`src/orw_pkg.sv`:
```
package orw_pkg;

  // ---------------------------------------------------------------------------
  // Register map
  // ---------------------------------------------------------------------------
  localparam logic [15:0] ADDR_SETUP_A      = 16'h001E;
  localparam logic [15:0] ADDR_SETUP_B      = 16'h001F;
  localparam logic [15:0] ADDR_SERVICE      = 16'hFFFF;
  localparam logic [15:0] ADDR_CAUSE        = 16'h0030;

  // ---------------------------------------------------------------------------
  // Field positions, setup A
  // ---------------------------------------------------------------------------
  localparam int          A_PULLUP_DIS      = 7;
  localparam int          A_IRQ_FUNC        = 6;
  localparam int          A_OSC_HI          = 4;
  localparam int          A_OSC_LO          = 3;
  localparam int          A_RESET_PIN_EN    = 0;
  localparam logic [7:0]  A_RW_MASK         = 8'hD9;
  localparam logic [7:0]  A_POR_ONLY_MASK   = 8'h01;

  // ---------------------------------------------------------------------------
  // Field positions, setup B
  // ---------------------------------------------------------------------------
  localparam int          B_RATE_SEL        = 7;
  localparam int          B_MON_STOP_EN     = 6;
  localparam int          B_MON_RST_DIS     = 5;
  localparam int          B_MON_PWR_DIS     = 4;
  localparam int          B_TRIP_LEVEL      = 3;
  localparam int          B_SHORT_REC       = 2;
  localparam int          B_STOP_EN         = 1;
  localparam int          B_WDOG_DIS        = 0;
  localparam logic [7:0]  B_FREE_MASK       = 8'h28;
  localparam logic [7:0]  B_POR_ONLY_MASK   = 8'h08;

  // ---------------------------------------------------------------------------
  // Reset values and cause flags
  // ---------------------------------------------------------------------------
  localparam logic [7:0]  SETUP_RESET       = 8'h00;
  localparam int          CAUSE_WDOG        = 5;
  localparam int          CAUSE_MON         = 1;
  localparam int          CAUSE_POR         = 7;

  // ---------------------------------------------------------------------------
  // Oscillator selection
  // ---------------------------------------------------------------------------
  typedef enum logic [1:0] {
    OSC_INTERNAL = 2'b00,
    OSC_EXTERNAL = 2'b01,
    OSC_EXT_RC   = 2'b10,
    OSC_EXT_XTAL = 2'b11
  } orw_osc_t;

  // ---------------------------------------------------------------------------
  // Timing, in fast-clock cycles, except wakeup periods, which count wake-oscillator ticks
  // ---------------------------------------------------------------------------
  localparam int          WDOG_LONG_CYC     = 262128;
  localparam int          WDOG_SHORT_CYC    = 8176;
  localparam int          WAKE_LONG_CYC     = 16384;
  localparam int          WAKE_SHORT_CYC    = 512;
  localparam int          REC_SHORT_CYC     = 32;
  localparam int          REC_LONG_CYC      = 4096;
  localparam int          PIN_LOW_CYC       = 32;
  localparam int          PRE_W             = 12;
  localparam int          WD_W              = 6;
  localparam logic [11:0] PRE_SERVICE_MASK  = 12'h00F;

  typedef enum logic [1:0] {
    ST_RUN     = 2'b00,
    ST_STOP    = 2'b01,
    ST_RECOVER = 2'b10
  } orw_state_t;

endpackage : orw_pkg

```
`src/orw_option_wdog.sv`:
```
// What this block does
// - Each option register accepts only its first write after any reset.
// - Trip-level and monitor reset-disable bits may be rewritten any time.
// - Option registers sit at 0x1E and 0x1F and read back at any time.
// - Reset clears option bits; reset-pin enable and trip level clear only on power-on.
// - Oscillator field decodes 00 internal, 01 external, 10 RC, 11 crystal.
// - Irq pin function active when set; pull-up removed when disable bit set.
// - Watchdog timeout 8176 cycles with rate bit set, 262128 when clear.
// - In stop, rate bit selects wakeup period of 512 or 16384 wake-oscillator ticks.
// - Monitor runs in stop only when stop-enable set and power-disable clear.
// - Monitor resets are blocked while reset-disable bit is set.
// - Monitor unpowered while power-disable bit is set.
// - Trip-level bit selects warning threshold when set, reset threshold when clear.
// - Stop recovery lasts 32 cycles with short-recovery set, else 4096.
// - Stop exit through a monitor reset always uses the long recovery.
// - Stop instruction runs only with stop-enable set, otherwise is illegal.
// - Watchdog inactive while its disable bit is set.
// - Watchdog is a 6-bit counter fed by a 12-bit prescaler overflow.
// - Watchdog overflow raises a reset after the selected timeout.
// - Any write to the service address clears watchdog and prescaler stages 12..5.
// - Watchdog reset drives reset pin low 32 cycles when pin enable set.
// - Watchdog reset sets the watchdog cause flag in the reset cause register.
// - Reading the service address returns the reset vector low byte.
// - Internal reset clears both prescaler and watchdog counter.
// - Stop removes the watchdog clock; stop entry clears the prescaler only while the watchdog is disabled, the watchdog counter keeps its count.
//
// The register addresses and the plain strobed port were decided locally.
module orw_option_wdog #(
  parameter logic [7:0] RESET_VECTOR_LO = 8'h00
) (
  input  wire logic        sys_clk,
  input  wire logic        rst,
  input  wire logic        por,
  input  wire logic [15:0] bus_addr,
  input  wire logic [7:0]  bus_wdata,
  input  wire logic        bus_wr,
  input  wire logic        bus_rd,
  output logic      [7:0]  bus_rdata,
  input  wire logic        stop_request,
  input  wire logic        wake_event,
  input  wire logic        mon_trip,
  input  wire logic        wake_osc_tick,
  output logic             stop_granted,
  output logic             illegal_opcode,
  output logic             in_stop,
  output logic             recovery_done,
  output logic             wdog_reset,
  output logic             reset_pin_low,
  output logic             mon_reset,
  output logic             mon_powered,
  output logic             mon_warn_level,
  output logic             irq_pin_function,
  output logic             irq_pullup_on,
  output logic      [1:0]  osc_select,
  output logic             wakeup_short,
  output logic             wakeup_pulse
);

  // ---------------------------------------------------------------------------
  // State
  // ---------------------------------------------------------------------------
  typedef struct packed {
    logic [7:0]           setup_a;
    logic [7:0]           setup_b;
    logic                 lock_a;
    logic                 lock_b;
    logic [7:0]           cause;
    logic [11:0]          pre;
    logic [5:0]           wd;
    orw_pkg::orw_state_t  st;
    logic [11:0]          rec_cnt;
    logic                 rec_long;
    logic [5:0]           pin_cnt;
    logic [13:0]          wake_cnt;
    logic                 trip_m;
    logic                 trip_s;
    logic                 wtick_m;
    logic                 wtick_s;
    logic                 wtick_d;
    logic [7:0]           rdata;
    logic                 stop_granted;
    logic                 illegal;
    logic                 wdog_rst;
    logic                 mon_rst;
    logic                 rec_done;
    logic                 wake_pulse;
  } orw_regs_t;

  orw_regs_t s_reg;
  orw_regs_t s_next;

  // Only retained bits survive a non-power-on reset.
  function automatic logic [7:0] keep_bits(input logic [7:0] v, input logic [7:0] m);
    keep_bits = v & m;
  endfunction : keep_bits

  logic wr_a;
  logic wr_b;
  logic wr_svc;
  logic pre_ovf;
  logic wd_ovf;
  logic wtick_rise;
  logic wake_hit;

  always_comb
  begin
    s_next      = s_reg;
    wr_a        = bus_wr && (bus_addr == orw_pkg::ADDR_SETUP_A);
    wr_b        = bus_wr && (bus_addr == orw_pkg::ADDR_SETUP_B);
    wr_svc      = bus_wr && (bus_addr == orw_pkg::ADDR_SERVICE);
    wtick_rise  = s_reg.wtick_s && !s_reg.wtick_d;
    pre_ovf     = 1'b0;
    wd_ovf      = 1'b0;
    wake_hit    = 1'b0;

    s_next.trip_m  = mon_trip;
    s_next.trip_s  = s_reg.trip_m;
    s_next.wtick_m = wake_osc_tick;
    s_next.wtick_s = s_reg.wtick_m;
    s_next.wtick_d = s_reg.wtick_s;

    s_next.stop_granted = 1'b0;
    s_next.illegal      = 1'b0;
    s_next.wdog_rst     = 1'b0;
    s_next.rec_done     = 1'b0;
    s_next.wake_pulse   = 1'b0;

    // -------------------------------------------------------------------------
    // Option register writes
    // -------------------------------------------------------------------------
    if (wr_a && !s_reg.lock_a)
    begin
      s_next.setup_a = bus_wdata & orw_pkg::A_RW_MASK;
      s_next.lock_a  = 1'b1;
    end
    if (wr_b)
    begin
      if (!s_reg.lock_b)
      begin
        s_next.setup_b = bus_wdata;
        s_next.lock_b  = 1'b1;
      end
      else
      begin
        s_next.setup_b = (s_reg.setup_b & ~orw_pkg::B_FREE_MASK)
                       | (bus_wdata & orw_pkg::B_FREE_MASK);
      end
    end

    // -------------------------------------------------------------------------
    // Read port
    // -------------------------------------------------------------------------
    if (bus_rd)
    begin
      case (bus_addr)
        orw_pkg::ADDR_SETUP_A: s_next.rdata = s_reg.setup_a;
        orw_pkg::ADDR_SETUP_B: s_next.rdata = s_reg.setup_b;
        orw_pkg::ADDR_SERVICE: s_next.rdata = RESET_VECTOR_LO;
        orw_pkg::ADDR_CAUSE:   s_next.rdata = s_reg.cause;
        default:               s_next.rdata = 8'h00;
      endcase
    end
    else
    begin
      s_next.rdata = 8'h00;
    end

    // -------------------------------------------------------------------------
    // Stop, recovery and wakeup sequencing
    // -------------------------------------------------------------------------
    case (s_reg.st)
      orw_pkg::ST_RUN:
      begin
        if (stop_request)
        begin
          if (s_reg.setup_b[orw_pkg::B_STOP_EN])
          begin
            s_next.st           = orw_pkg::ST_STOP;
            s_next.stop_granted = 1'b1;
            s_next.pre          = 12'h000;
            s_next.wake_cnt     = 14'h0000;
          end
          else
          begin
            s_next.illegal = 1'b1;
          end
        end
      end
      orw_pkg::ST_STOP:
      begin
        if (wtick_rise)
        begin
          s_next.wake_cnt = s_reg.wake_cnt + 14'h0001;
          if (s_reg.setup_b[orw_pkg::B_RATE_SEL])
            wake_hit = (s_reg.wake_cnt == 14'(orw_pkg::WAKE_SHORT_CYC - 1));
          else
            wake_hit = (s_reg.wake_cnt == 14'(orw_pkg::WAKE_LONG_CYC - 1));
          if (wake_hit)
          begin
            s_next.wake_cnt   = 14'h0000;
            s_next.wake_pulse = 1'b1;
          end
        end
        if (wake_event || wake_hit)
        begin
          s_next.st       = orw_pkg::ST_RECOVER;
          s_next.rec_cnt  = 12'h000;
          s_next.rec_long = !s_reg.setup_b[orw_pkg::B_SHORT_REC];
        end
      end
      orw_pkg::ST_RECOVER:
      begin
        s_next.rec_cnt = s_reg.rec_cnt + 12'h001;
        if ((s_reg.rec_long && s_reg.rec_cnt == 12'(orw_pkg::REC_LONG_CYC - 1)) ||
            (!s_reg.rec_long && s_reg.rec_cnt == 12'(orw_pkg::REC_SHORT_CYC - 1)))
        begin
          s_next.st       = orw_pkg::ST_RUN;
          s_next.rec_done = 1'b1;
        end
      end
      default: s_next.st = orw_pkg::ST_RUN;
    endcase

    // -------------------------------------------------------------------------
    // Watchdog: prescaler and counter run only outside stop
    // -------------------------------------------------------------------------
    if (s_reg.st != orw_pkg::ST_STOP && !s_reg.setup_b[orw_pkg::B_WDOG_DIS])
    begin
      s_next.pre = s_reg.pre + 12'h001;
      pre_ovf    = (s_reg.pre == 12'hFFF);
      if (pre_ovf)
        s_next.wd = s_reg.wd + 6'h01;
      if (s_reg.setup_b[orw_pkg::B_RATE_SEL])
        wd_ovf = (s_reg.wd == 6'h01) && (s_reg.pre == 12'(orw_pkg::WDOG_SHORT_CYC - 4096 - 1));
      else
        wd_ovf = pre_ovf && (s_reg.wd == 6'h3F) ||
                 (s_reg.wd == 6'h3F && s_reg.pre == 12'(orw_pkg::WDOG_LONG_CYC - 258048 - 1));
    end
    if (wr_svc)
    begin
      s_next.wd  = 6'h00;
      s_next.pre = s_reg.pre & orw_pkg::PRE_SERVICE_MASK;
    end
    if (wd_ovf && !wr_svc)
    begin
      s_next.wdog_rst = 1'b1;
      s_next.wd       = 6'h00;
      s_next.pre      = 12'h000;
      s_next.cause[orw_pkg::CAUSE_WDOG] = 1'b1;
      // The internal-reset cycle holds the count without a step, so one is taken off here.
      if (s_reg.setup_a[orw_pkg::A_RESET_PIN_EN])
        s_next.pin_cnt = 6'(orw_pkg::PIN_LOW_CYC - 1);
    end
    else if (s_reg.pin_cnt != 6'h00)
    begin
      s_next.pin_cnt = s_reg.pin_cnt - 6'h01;
    end

    // -------------------------------------------------------------------------
    // Supply monitor
    // -------------------------------------------------------------------------
    s_next.mon_rst = s_reg.trip_s && !s_reg.setup_b[orw_pkg::B_MON_RST_DIS]
                   && mon_powered_f(s_reg.setup_b, s_reg.st);
    if (s_next.mon_rst)
    begin
      s_next.cause[orw_pkg::CAUSE_MON] = 1'b1;
      if (s_reg.st == orw_pkg::ST_STOP)
      begin
        s_next.st       = orw_pkg::ST_RECOVER;
        s_next.rec_cnt  = 12'h000;
        s_next.rec_long = 1'b1;
      end
    end
  end

  // Monitor power follows its disable bit, and in stop also its stop enable.
  function automatic logic mon_powered_f(input logic [7:0] b, input orw_pkg::orw_state_t st);
    mon_powered_f = !b[orw_pkg::B_MON_PWR_DIS] &&
                    ((st != orw_pkg::ST_STOP) || b[orw_pkg::B_MON_STOP_EN]);
  endfunction : mon_powered_f

  // ---------------------------------------------------------------------------
  // Registers
  // ---------------------------------------------------------------------------
  always_ff @(posedge sys_clk or posedge rst)
  begin
    if (rst)
    begin
      s_reg <= '0;
    end
    else if (por)
    begin
      s_reg       <= '0;
      s_reg.cause <= 8'h80;
    end
    else if (s_reg.wdog_rst)
    begin
      // Internal reset: clears options except the power-on-only bits.
      s_reg          <= '0;
      s_reg.setup_a  <= keep_bits(s_reg.setup_a, orw_pkg::A_POR_ONLY_MASK);
      s_reg.setup_b  <= keep_bits(s_reg.setup_b, orw_pkg::B_POR_ONLY_MASK);
      s_reg.cause    <= s_reg.cause;
      s_reg.pin_cnt  <= s_reg.pin_cnt;
    end
    else
    begin
      s_reg <= s_next;
    end
  end

  // ---------------------------------------------------------------------------
  // Outputs
  // ---------------------------------------------------------------------------
  assign bus_rdata        = s_reg.rdata;
  assign stop_granted     = s_reg.stop_granted;
  assign illegal_opcode   = s_reg.illegal;
  assign in_stop          = (s_reg.st == orw_pkg::ST_STOP);
  assign recovery_done    = s_reg.rec_done;
  assign wdog_reset       = s_reg.wdog_rst;
  assign reset_pin_low    = (s_reg.pin_cnt != 6'h00);
  assign mon_reset        = s_reg.mon_rst;
  assign mon_powered      = mon_powered_f(s_reg.setup_b, s_reg.st);
  assign mon_warn_level   = s_reg.setup_b[orw_pkg::B_TRIP_LEVEL];
  assign irq_pin_function = s_reg.setup_a[orw_pkg::A_IRQ_FUNC];
  assign irq_pullup_on    = !s_reg.setup_a[orw_pkg::A_PULLUP_DIS];
  assign osc_select       = s_reg.setup_a[orw_pkg::A_OSC_HI:orw_pkg::A_OSC_LO];
  assign wakeup_short     = s_reg.setup_b[orw_pkg::B_RATE_SEL];
  assign wakeup_pulse     = s_reg.wake_pulse;

endmodule : orw_option_wdog

```
`config.mk`:
```
export PLATFORM = sky130hd
export DESIGN_NAME = orw_option_wdog
export DESIGN_NICKNAME = d
export VERILOG_FILES = /design/src/orw_pkg.sv /design/src/orw_option_wdog.sv
export SDC_FILE = /design/constraint.sdc
export NUM_CORES = 1
export LEC_CHECK = 0
export BUFFER_PORTS_ARGS = -buffer_cell sky130_fd_sc_hd__buf_2
export CORE_MARGIN = 10
export CORE_UTILIZATION = 45
export CTS_CLUSTER_SIZE = 8
export DETAILED_ROUTE_END_ITERATION = 8
export MAX_ROUTING_LAYER = met4
export PLACE_DENSITY_LB_ADDON = 0.15
export REMOVE_ABC_BUFFERS = 1
export SYNTH_ARGS = -nofsm -noshare
export SYNTH_HDL_FRONTEND = slang
export SYNTH_SLANG_ARGS = --single-unit
export TNS_END_PERCENT = 100
```
`constraint.sdc`:
```
create_clock -name sys_clk -period 2.55 [get_ports sys_clk]
set_input_delay 0 -clock sys_clk [delete_from_list [all_inputs] [get_ports sys_clk]]
set_output_delay 0 -clock sys_clk [all_outputs]
set_load 0.1 [all_outputs]
```
# ---- Word-level counts from Yosys, hierarchy flattened
# Index checks and enable logic that the tools add are counted.
dict set report classes {
  n_addsub 5
  reduce_logical 55
  eq_ne 21
  muxes 52
  bitwise 1
}
# operator n
set ops {}
lappend ops {{2-to-1 mux 98 bit} 2}
lappend ops {{2-to-1 mux 14 bit} 4}
lappend ops {{2-to-1 mux 18 bit} 3}
lappend ops {{2-to-1 mux 15 bit} 3}
lappend ops {{== test 12 bit (second input constant)} 3}
lappend ops {{2-to-1 mux 12 bit} 3}
lappend ops {{== test 16 x 5 -> 1 bit (second input constant)} 2}
lappend ops {{2-to-1 mux 8 bit} 4}
lappend ops {{one-hot mux 14 bit (2 select lines)} 1}
lappend ops {{nonzero test 5 bit} 5}
lappend ops {{adder 12 x 1 -> 12 bit (second input constant)} 2}
lappend ops {{2-to-1 mux 6 bit} 4}
lappend ops {{one-hot mux 12 bit (2 select lines)} 1}
lappend ops {{one-hot mux 8 bit (3 select lines)} 1}
lappend ops {{nonzero test 6 bit} 4}
lappend ops {{2-to-1 mux 1 bit} 20}
lappend ops {{== test 16 bit (second input constant)} 1}
lappend ops {{== test 16 x 6 -> 1 bit (second input constant)} 1}
lappend ops {{logical AND 1 bit} 15}
lappend ops {{adder 14 x 1 -> 14 bit (second input constant)} 1}
lappend ops {{== test 14 bit (second input constant)} 1}
lappend ops {{== test 14 x 9 -> 1 bit (second input constant)} 1}
lappend ops {{== test 12 x 5 -> 1 bit (second input constant)} 1}
lappend ops {{2-to-1 mux 2 bit} 5}
lappend ops {{other kinds (23)} 46}
dict set report totals {
  in_bits 33
  reg_bits 98
}

# ---- Logic depth before layout (Yosys ltp)
dict set report logic_depth {
  depth_word 13
  mapped_depth 9
}

# ---- Least setup slack after synthesis
# Ideal clock, no wire load.
dict set report synth_path {
  kind {flip-flop to flip-flop}
  from {reg s_reg[53] (netlist name)}
  to {reg s_reg[53] (netlist name)}
  period_less_slack_ps 3914
  setup_ps 86
  slack_ps -1364
  t_arrival_ps 3828
  stages_incl_launch_ff 8
  cell_sequence {dfrtp_1 > inv_1 > ha_1 > clkbuf_1 > a21oi_1 > nand3b_1 > o221a_2 > nor3_1}
}
# item line
set synth_rtl {}
lappend synth_rtl {{start: declaration} orw_option_wdog.sv:89} ;# orw_regs_t s_reg;
lappend synth_rtl {{start signal: assignment} orw_option_wdog.sv:307} ;# s_reg <= s_next;
lappend synth_rtl {{== test 2 x 1 -> 1 bit (*)} -}
lappend synth_rtl {{via in_stop} orw_option_wdog.sv:45} ;# output logic in_stop,
lappend synth_rtl {{one-hot mux 2 bit (3 select lines)} orw_option_wdog.sv:171} ;# case (s_reg.st)
lappend synth_rtl {{2-to-1 mux 15 bit} orw_option_wdog.sv:267} ;# if (s_reg.st == orw_pkg::ST_STOP)
lappend synth_rtl {{2-to-1 mux 15 bit (*)} orw_option_wdog.sv:264} ;# if (s_next.mon_rst)
lappend synth_rtl {{2-to-1 mux 98 bit (*)} orw_option_wdog.sv:296} ;# else if (s_reg.wdog_rst)
lappend synth_rtl {{2-to-1 mux 98 bit (*)} orw_option_wdog.sv:291} ;# else if (por)
# The timed path passes the listed nets; every way through them passes the cells marked *. The select of a mux whose other input is x is not followed.
# A chain may end at the register's enable or synchronous reset.

# ---- Worst setup path in the final report
dict set report layout_path {
  from {reg s_reg[58] (netlist name)}
  to {reg s_reg[36] (netlist name)}
}
dict set report layout_between {
  elab_chain_cells 9
}
# item line
set layout_lines {}
lappend layout_lines {{== test 6 bit} {orw_option_wdog.sv:236, orw_option_wdog.sv:237}}
lappend layout_lines {{logical AND 1 bit, on equally long branches} {orw_option_wdog.sv:236, orw_option_wdog.sv:237}}
lappend layout_lines {{logical OR 1 bit} orw_option_wdog.sv:236} ;# wd_ovf = pre_ovf && (s_reg.wd == 6'h3F) ||
lappend layout_lines {{2-to-1 mux 1 bit (*)} orw_option_wdog.sv:233} ;# if (s_reg.setup_b[orw_pkg::B_RATE_SEL])
lappend layout_lines {{2-to-1 mux 1 bit (*)} orw_option_wdog.sv:227} ;# if (s_reg.st != orw_pkg::ST_STOP && !s_reg.setup_b[orw_pkg::B_WDOG_DIS])
lappend layout_lines {{logical AND 1 bit (*)} orw_option_wdog.sv:244} ;# if (wd_ovf && !wr_svc)
lappend layout_lines {{2-to-1 mux 6 bit} orw_option_wdog.sv:244}
lappend layout_lines {{2-to-1 mux 98 bit} orw_option_wdog.sv:296}
lappend layout_lines {{2-to-1 mux 98 bit} orw_option_wdog.sv:291}
# Mark *: on every way between the ends. The rest lies on a longest branch, timed or not. The select of a mux whose other input is x is not followed.

==> summary.txt <==
Layout
  • Final non-filler cell total: 741
  • Design area: 5720 µm²
  • Share of cells above drive strength 1: 0.178
  • Final #Nets: 639
  • Ant diodes: 0
  • Max reg flops: 67
  • Final core occ: 0.532
  • Synthesis-to-finish area growth: 16.5%

Logic synthesis
  • Syn_area_per_cell: 9.36 µm²
  • Asr flop ratio synth: 1.00
  • Syn Inst Count: 525
  • Share of the synthesized area in the top cell type: 0.458
  • Dominant cell type by area after synthesis: dfrtp_1
  • Primary FF master, synth: dfrtp_1
  • Synth warn: 0
  • Sequential area share after synthesis: 0.458
  • Syn Std Cell Area: 4910 µm²
  • EDFF count, synth: 0
  • Distinct cells, synth: 63
  • Synth Register Bits: 90
  • Top post-synthesis cells by area: dfrtp_1 46%, nor2_1 4.0%, nand3_1 3.6%

Drt
  • Wire per inst: 17.2 µm
  • 1st-iter DRT viols: 414
  • Initial DRT Pass Iterations: 5
  • Drt drc: 0
  • Routed vias/inst: 5.81
  • Detail Route Antenna Nets: 0
  • Final wirelength: 12,700 µm
  • Vias: 4,302

Timing
  • Max-slew headroom: 0.558
  • Final Critical Period: 2390 ps
  • Final Hold Vio Count: 0
  • Highest Clock Rate: 419 MHz
  • RSZ-0062 raised after global routing: no
  • Final setup fails: 0
  • Worst setup margin: 163 ps
  • Least-Margin Pin Slew: 657 ps
  • Tcrit/Tclk final: 0.936
  • Worst hold slack: 54.0 ps
  • Slew Viols, Final: 0
  • Fin Setup TNS: 0 ps
  • Clock skew: 14.6 ps

Place
  • Dpl cells: 709
  • Area after DPL: 5350 µm²
  • Port bufs: 55
  • Setup WS pre-CTS: 114 ps
  • GP Congestion: 0.842
  • Detail Placement HPWL: 9120 µm

Clocking
  • Clk slew on worst S/H paths: 100 ps
  • CTS tree: done
  • Clock Tree Buf Depth: 2
  • CTS Sinks: 90
  • Clk_lat worst skew: 380 ps
  • Cts bufs inserted: 9
  • Htree depth: 3
  • Clock Root Buffer: clkbuf_8

Power
  • Total power: 3.02 mW
  • Reg power frac: 0.497
  • Peak supply drop: 461 µV
  • Internal Power: 2.11 mW
  • Static Leak: 2.57 nW
  • Total power per unit cell area: 529 nW/µm²
  • Logic pwr share: 0.169
  • Switching part of the total: 0.303
  • Clock Power Share: 0.335
  • NetSw: 0.915 mW

Global routing
  • First-pass GRT wire length: 21,200 µm
  • Largest net degree at the start of global routing: 91
  • Remaining global-route overflow: 0
  • Vias in the first global route: 4,367
  • GRT Total Usage: 0.166
  • Antenna violations before repair: 0

Run
  • Max Cap Violations: 0

Die
  • Starting density of the core: 0.457
  • Core area: 10,700 µm²
  • Die width: 124 µm
  • # rows: 38
  • Io pins: 56
  • Chip height: 124 µm
  • DIE AREA: 15,500 µm²

Worst hold path
  • Hold WC Path Type: primary input to register

Critical path
  • Slowest CP cell: or4b_4
  • Reg2reg setup slack: 160 ps
  • Worst path bufs/invs: 1
  • Cell Chain, Critical Path: or4b_4 > nor4b_4 > o2111a_2 > buf_6 > a21oi_1 > nor3b_1 > a2111oi_2
  • CP arrival: 2650 ps
  • CP Capture Type: register
  • Worst path top cell family by delay: simple AND/OR/NAND/NOR gates
  • CP max stage delay: 550 ps
  • CP max FO: 9
  • Setup CP Type: register to register
  • Worst Setup Start Kind: register
  • Worst EP required: 2810 ps

Status
  • Status: finished, final reports clean
[repair_timing]
item                                    4_1_cts  5_1_grt
hold endpoints to repair                    115        0
resized for setup                             0        3
endpoints found under the setup margin        0        6
hold buffers                                 15        0
setup buffers                                 0        1
[synthesized netlist by cell type (7+ instances only)]
master     n
dfrtp_1   90
nor2_1    53
nand2_1   37
nand3_1   35
o21ai_0   33
a21oi_1   19
inv_1     19
clkbuf_1  16
and3_1    14
nor4_1    13
mux2i_1   12
nor3_1    12
buf_4     11
ha_1      10
a21o_1     9
a22o_1     9
a211oi_1   8
nand4_1    8
nor2b_1    8
or3_1      8
nand2b_1   7
or2_2      7
[path summary, 6_finish.rpt]
path,end,from,cells after the start
worst max-delay path,s_reg[36],s_reg[58],7
max in group asynchronous,bus_rdata[5],rst,4
worst min-delay path,s_reg[39],wake_event,4
worst min register to register,s_next[14],s_next[15],1
min in group asynchronous,s_reg[38],rst,4
worst max register to register,s_reg[36],s_reg[58],7
[layout by cell type (no fill, tap or decap), types with 3 or more instances in the layout]
cell / n
dfrtp_1: 90
buf_2: 55
nor2_1: 53
nand2_1: 37
nand3_1: 35
o21ai_0: 32
a21oi_1: 19
inv_1: 18
buf_4: 17
dlygate4sd3_1: 15
and3_1: 14
nor4_1: 13
nor3_1: 12
mux2i_1: 12
a21o_1: 9
a22o_1: 9
ha_1: 9
clkbuf_8: 9
a211oi_1: 8
nor2b_1: 8
or3_1: 8
nand4_1: 8
nand2b_1: 7
or2_2: 7
o31ai_1: 6
a31oi_1: 6
and2_1: 6
a22oi_1: 6
xor2_1: 6
o41ai_1: 5
and4_1: 5
o22ai_1: 4
clkinv_2: 3
nand3b_1: 3
xnor2_1: 3
[kinds of logic (layout without fill, tap and decap cells)]
group	count (synthesis)	after routing	synth area share
compound gates	127	127	0.179
xor+xnor	9	9	0.0160
mux	12	12	0.0245
fa+ha+maj	10	10	0.0255
flops	90	90	0.458
buf+inv	48	124	0.0469
simple gates	229	229	0.250
[power by group through the flow]
stage / combinational, mW / sequential, mW / clock [mW]
after floorplan: 0.347 / 1.53 / 0
after global placement: 0.476 / 1.53 / 0
after detailed placement: 0.490 / 1.53 / 0
after CTS: 0.510 / 1.50 / 1.04
after global routing: 0.565 / 1.51 / 1.09
final: 0.510 / 1.50 / 1.01
[worst register-to-register path: cells and delay by family (launching register included)]
kind	cells	cell delay (ps)
buf+inv	1	160
compound gates	3	670
simple gates	3	1050
flops	1	420
[metal layers]
layer	GRT usage	vias to the layer above	wire [µm]	share of wire
li1	-	2074	-	-
met1	0.204	2097	5830	0.46
met2	0.266	112	6180	0.49
met3	0.0328	19	515	0.040
met4	0.0644	0	206	0.016
met5	-	-	0	0
[cell type report]
cell class                 count  area [µm²]
sequential                    90        2250
fill                        1039        5020
multi-input combinational    387        2430
tap                          140         175
inverter                      19        72.6
clock buffer                   9         124
clock inverter                 7        81.3
timing repair buffer          89         584
(Power assumes the default switching activity.)
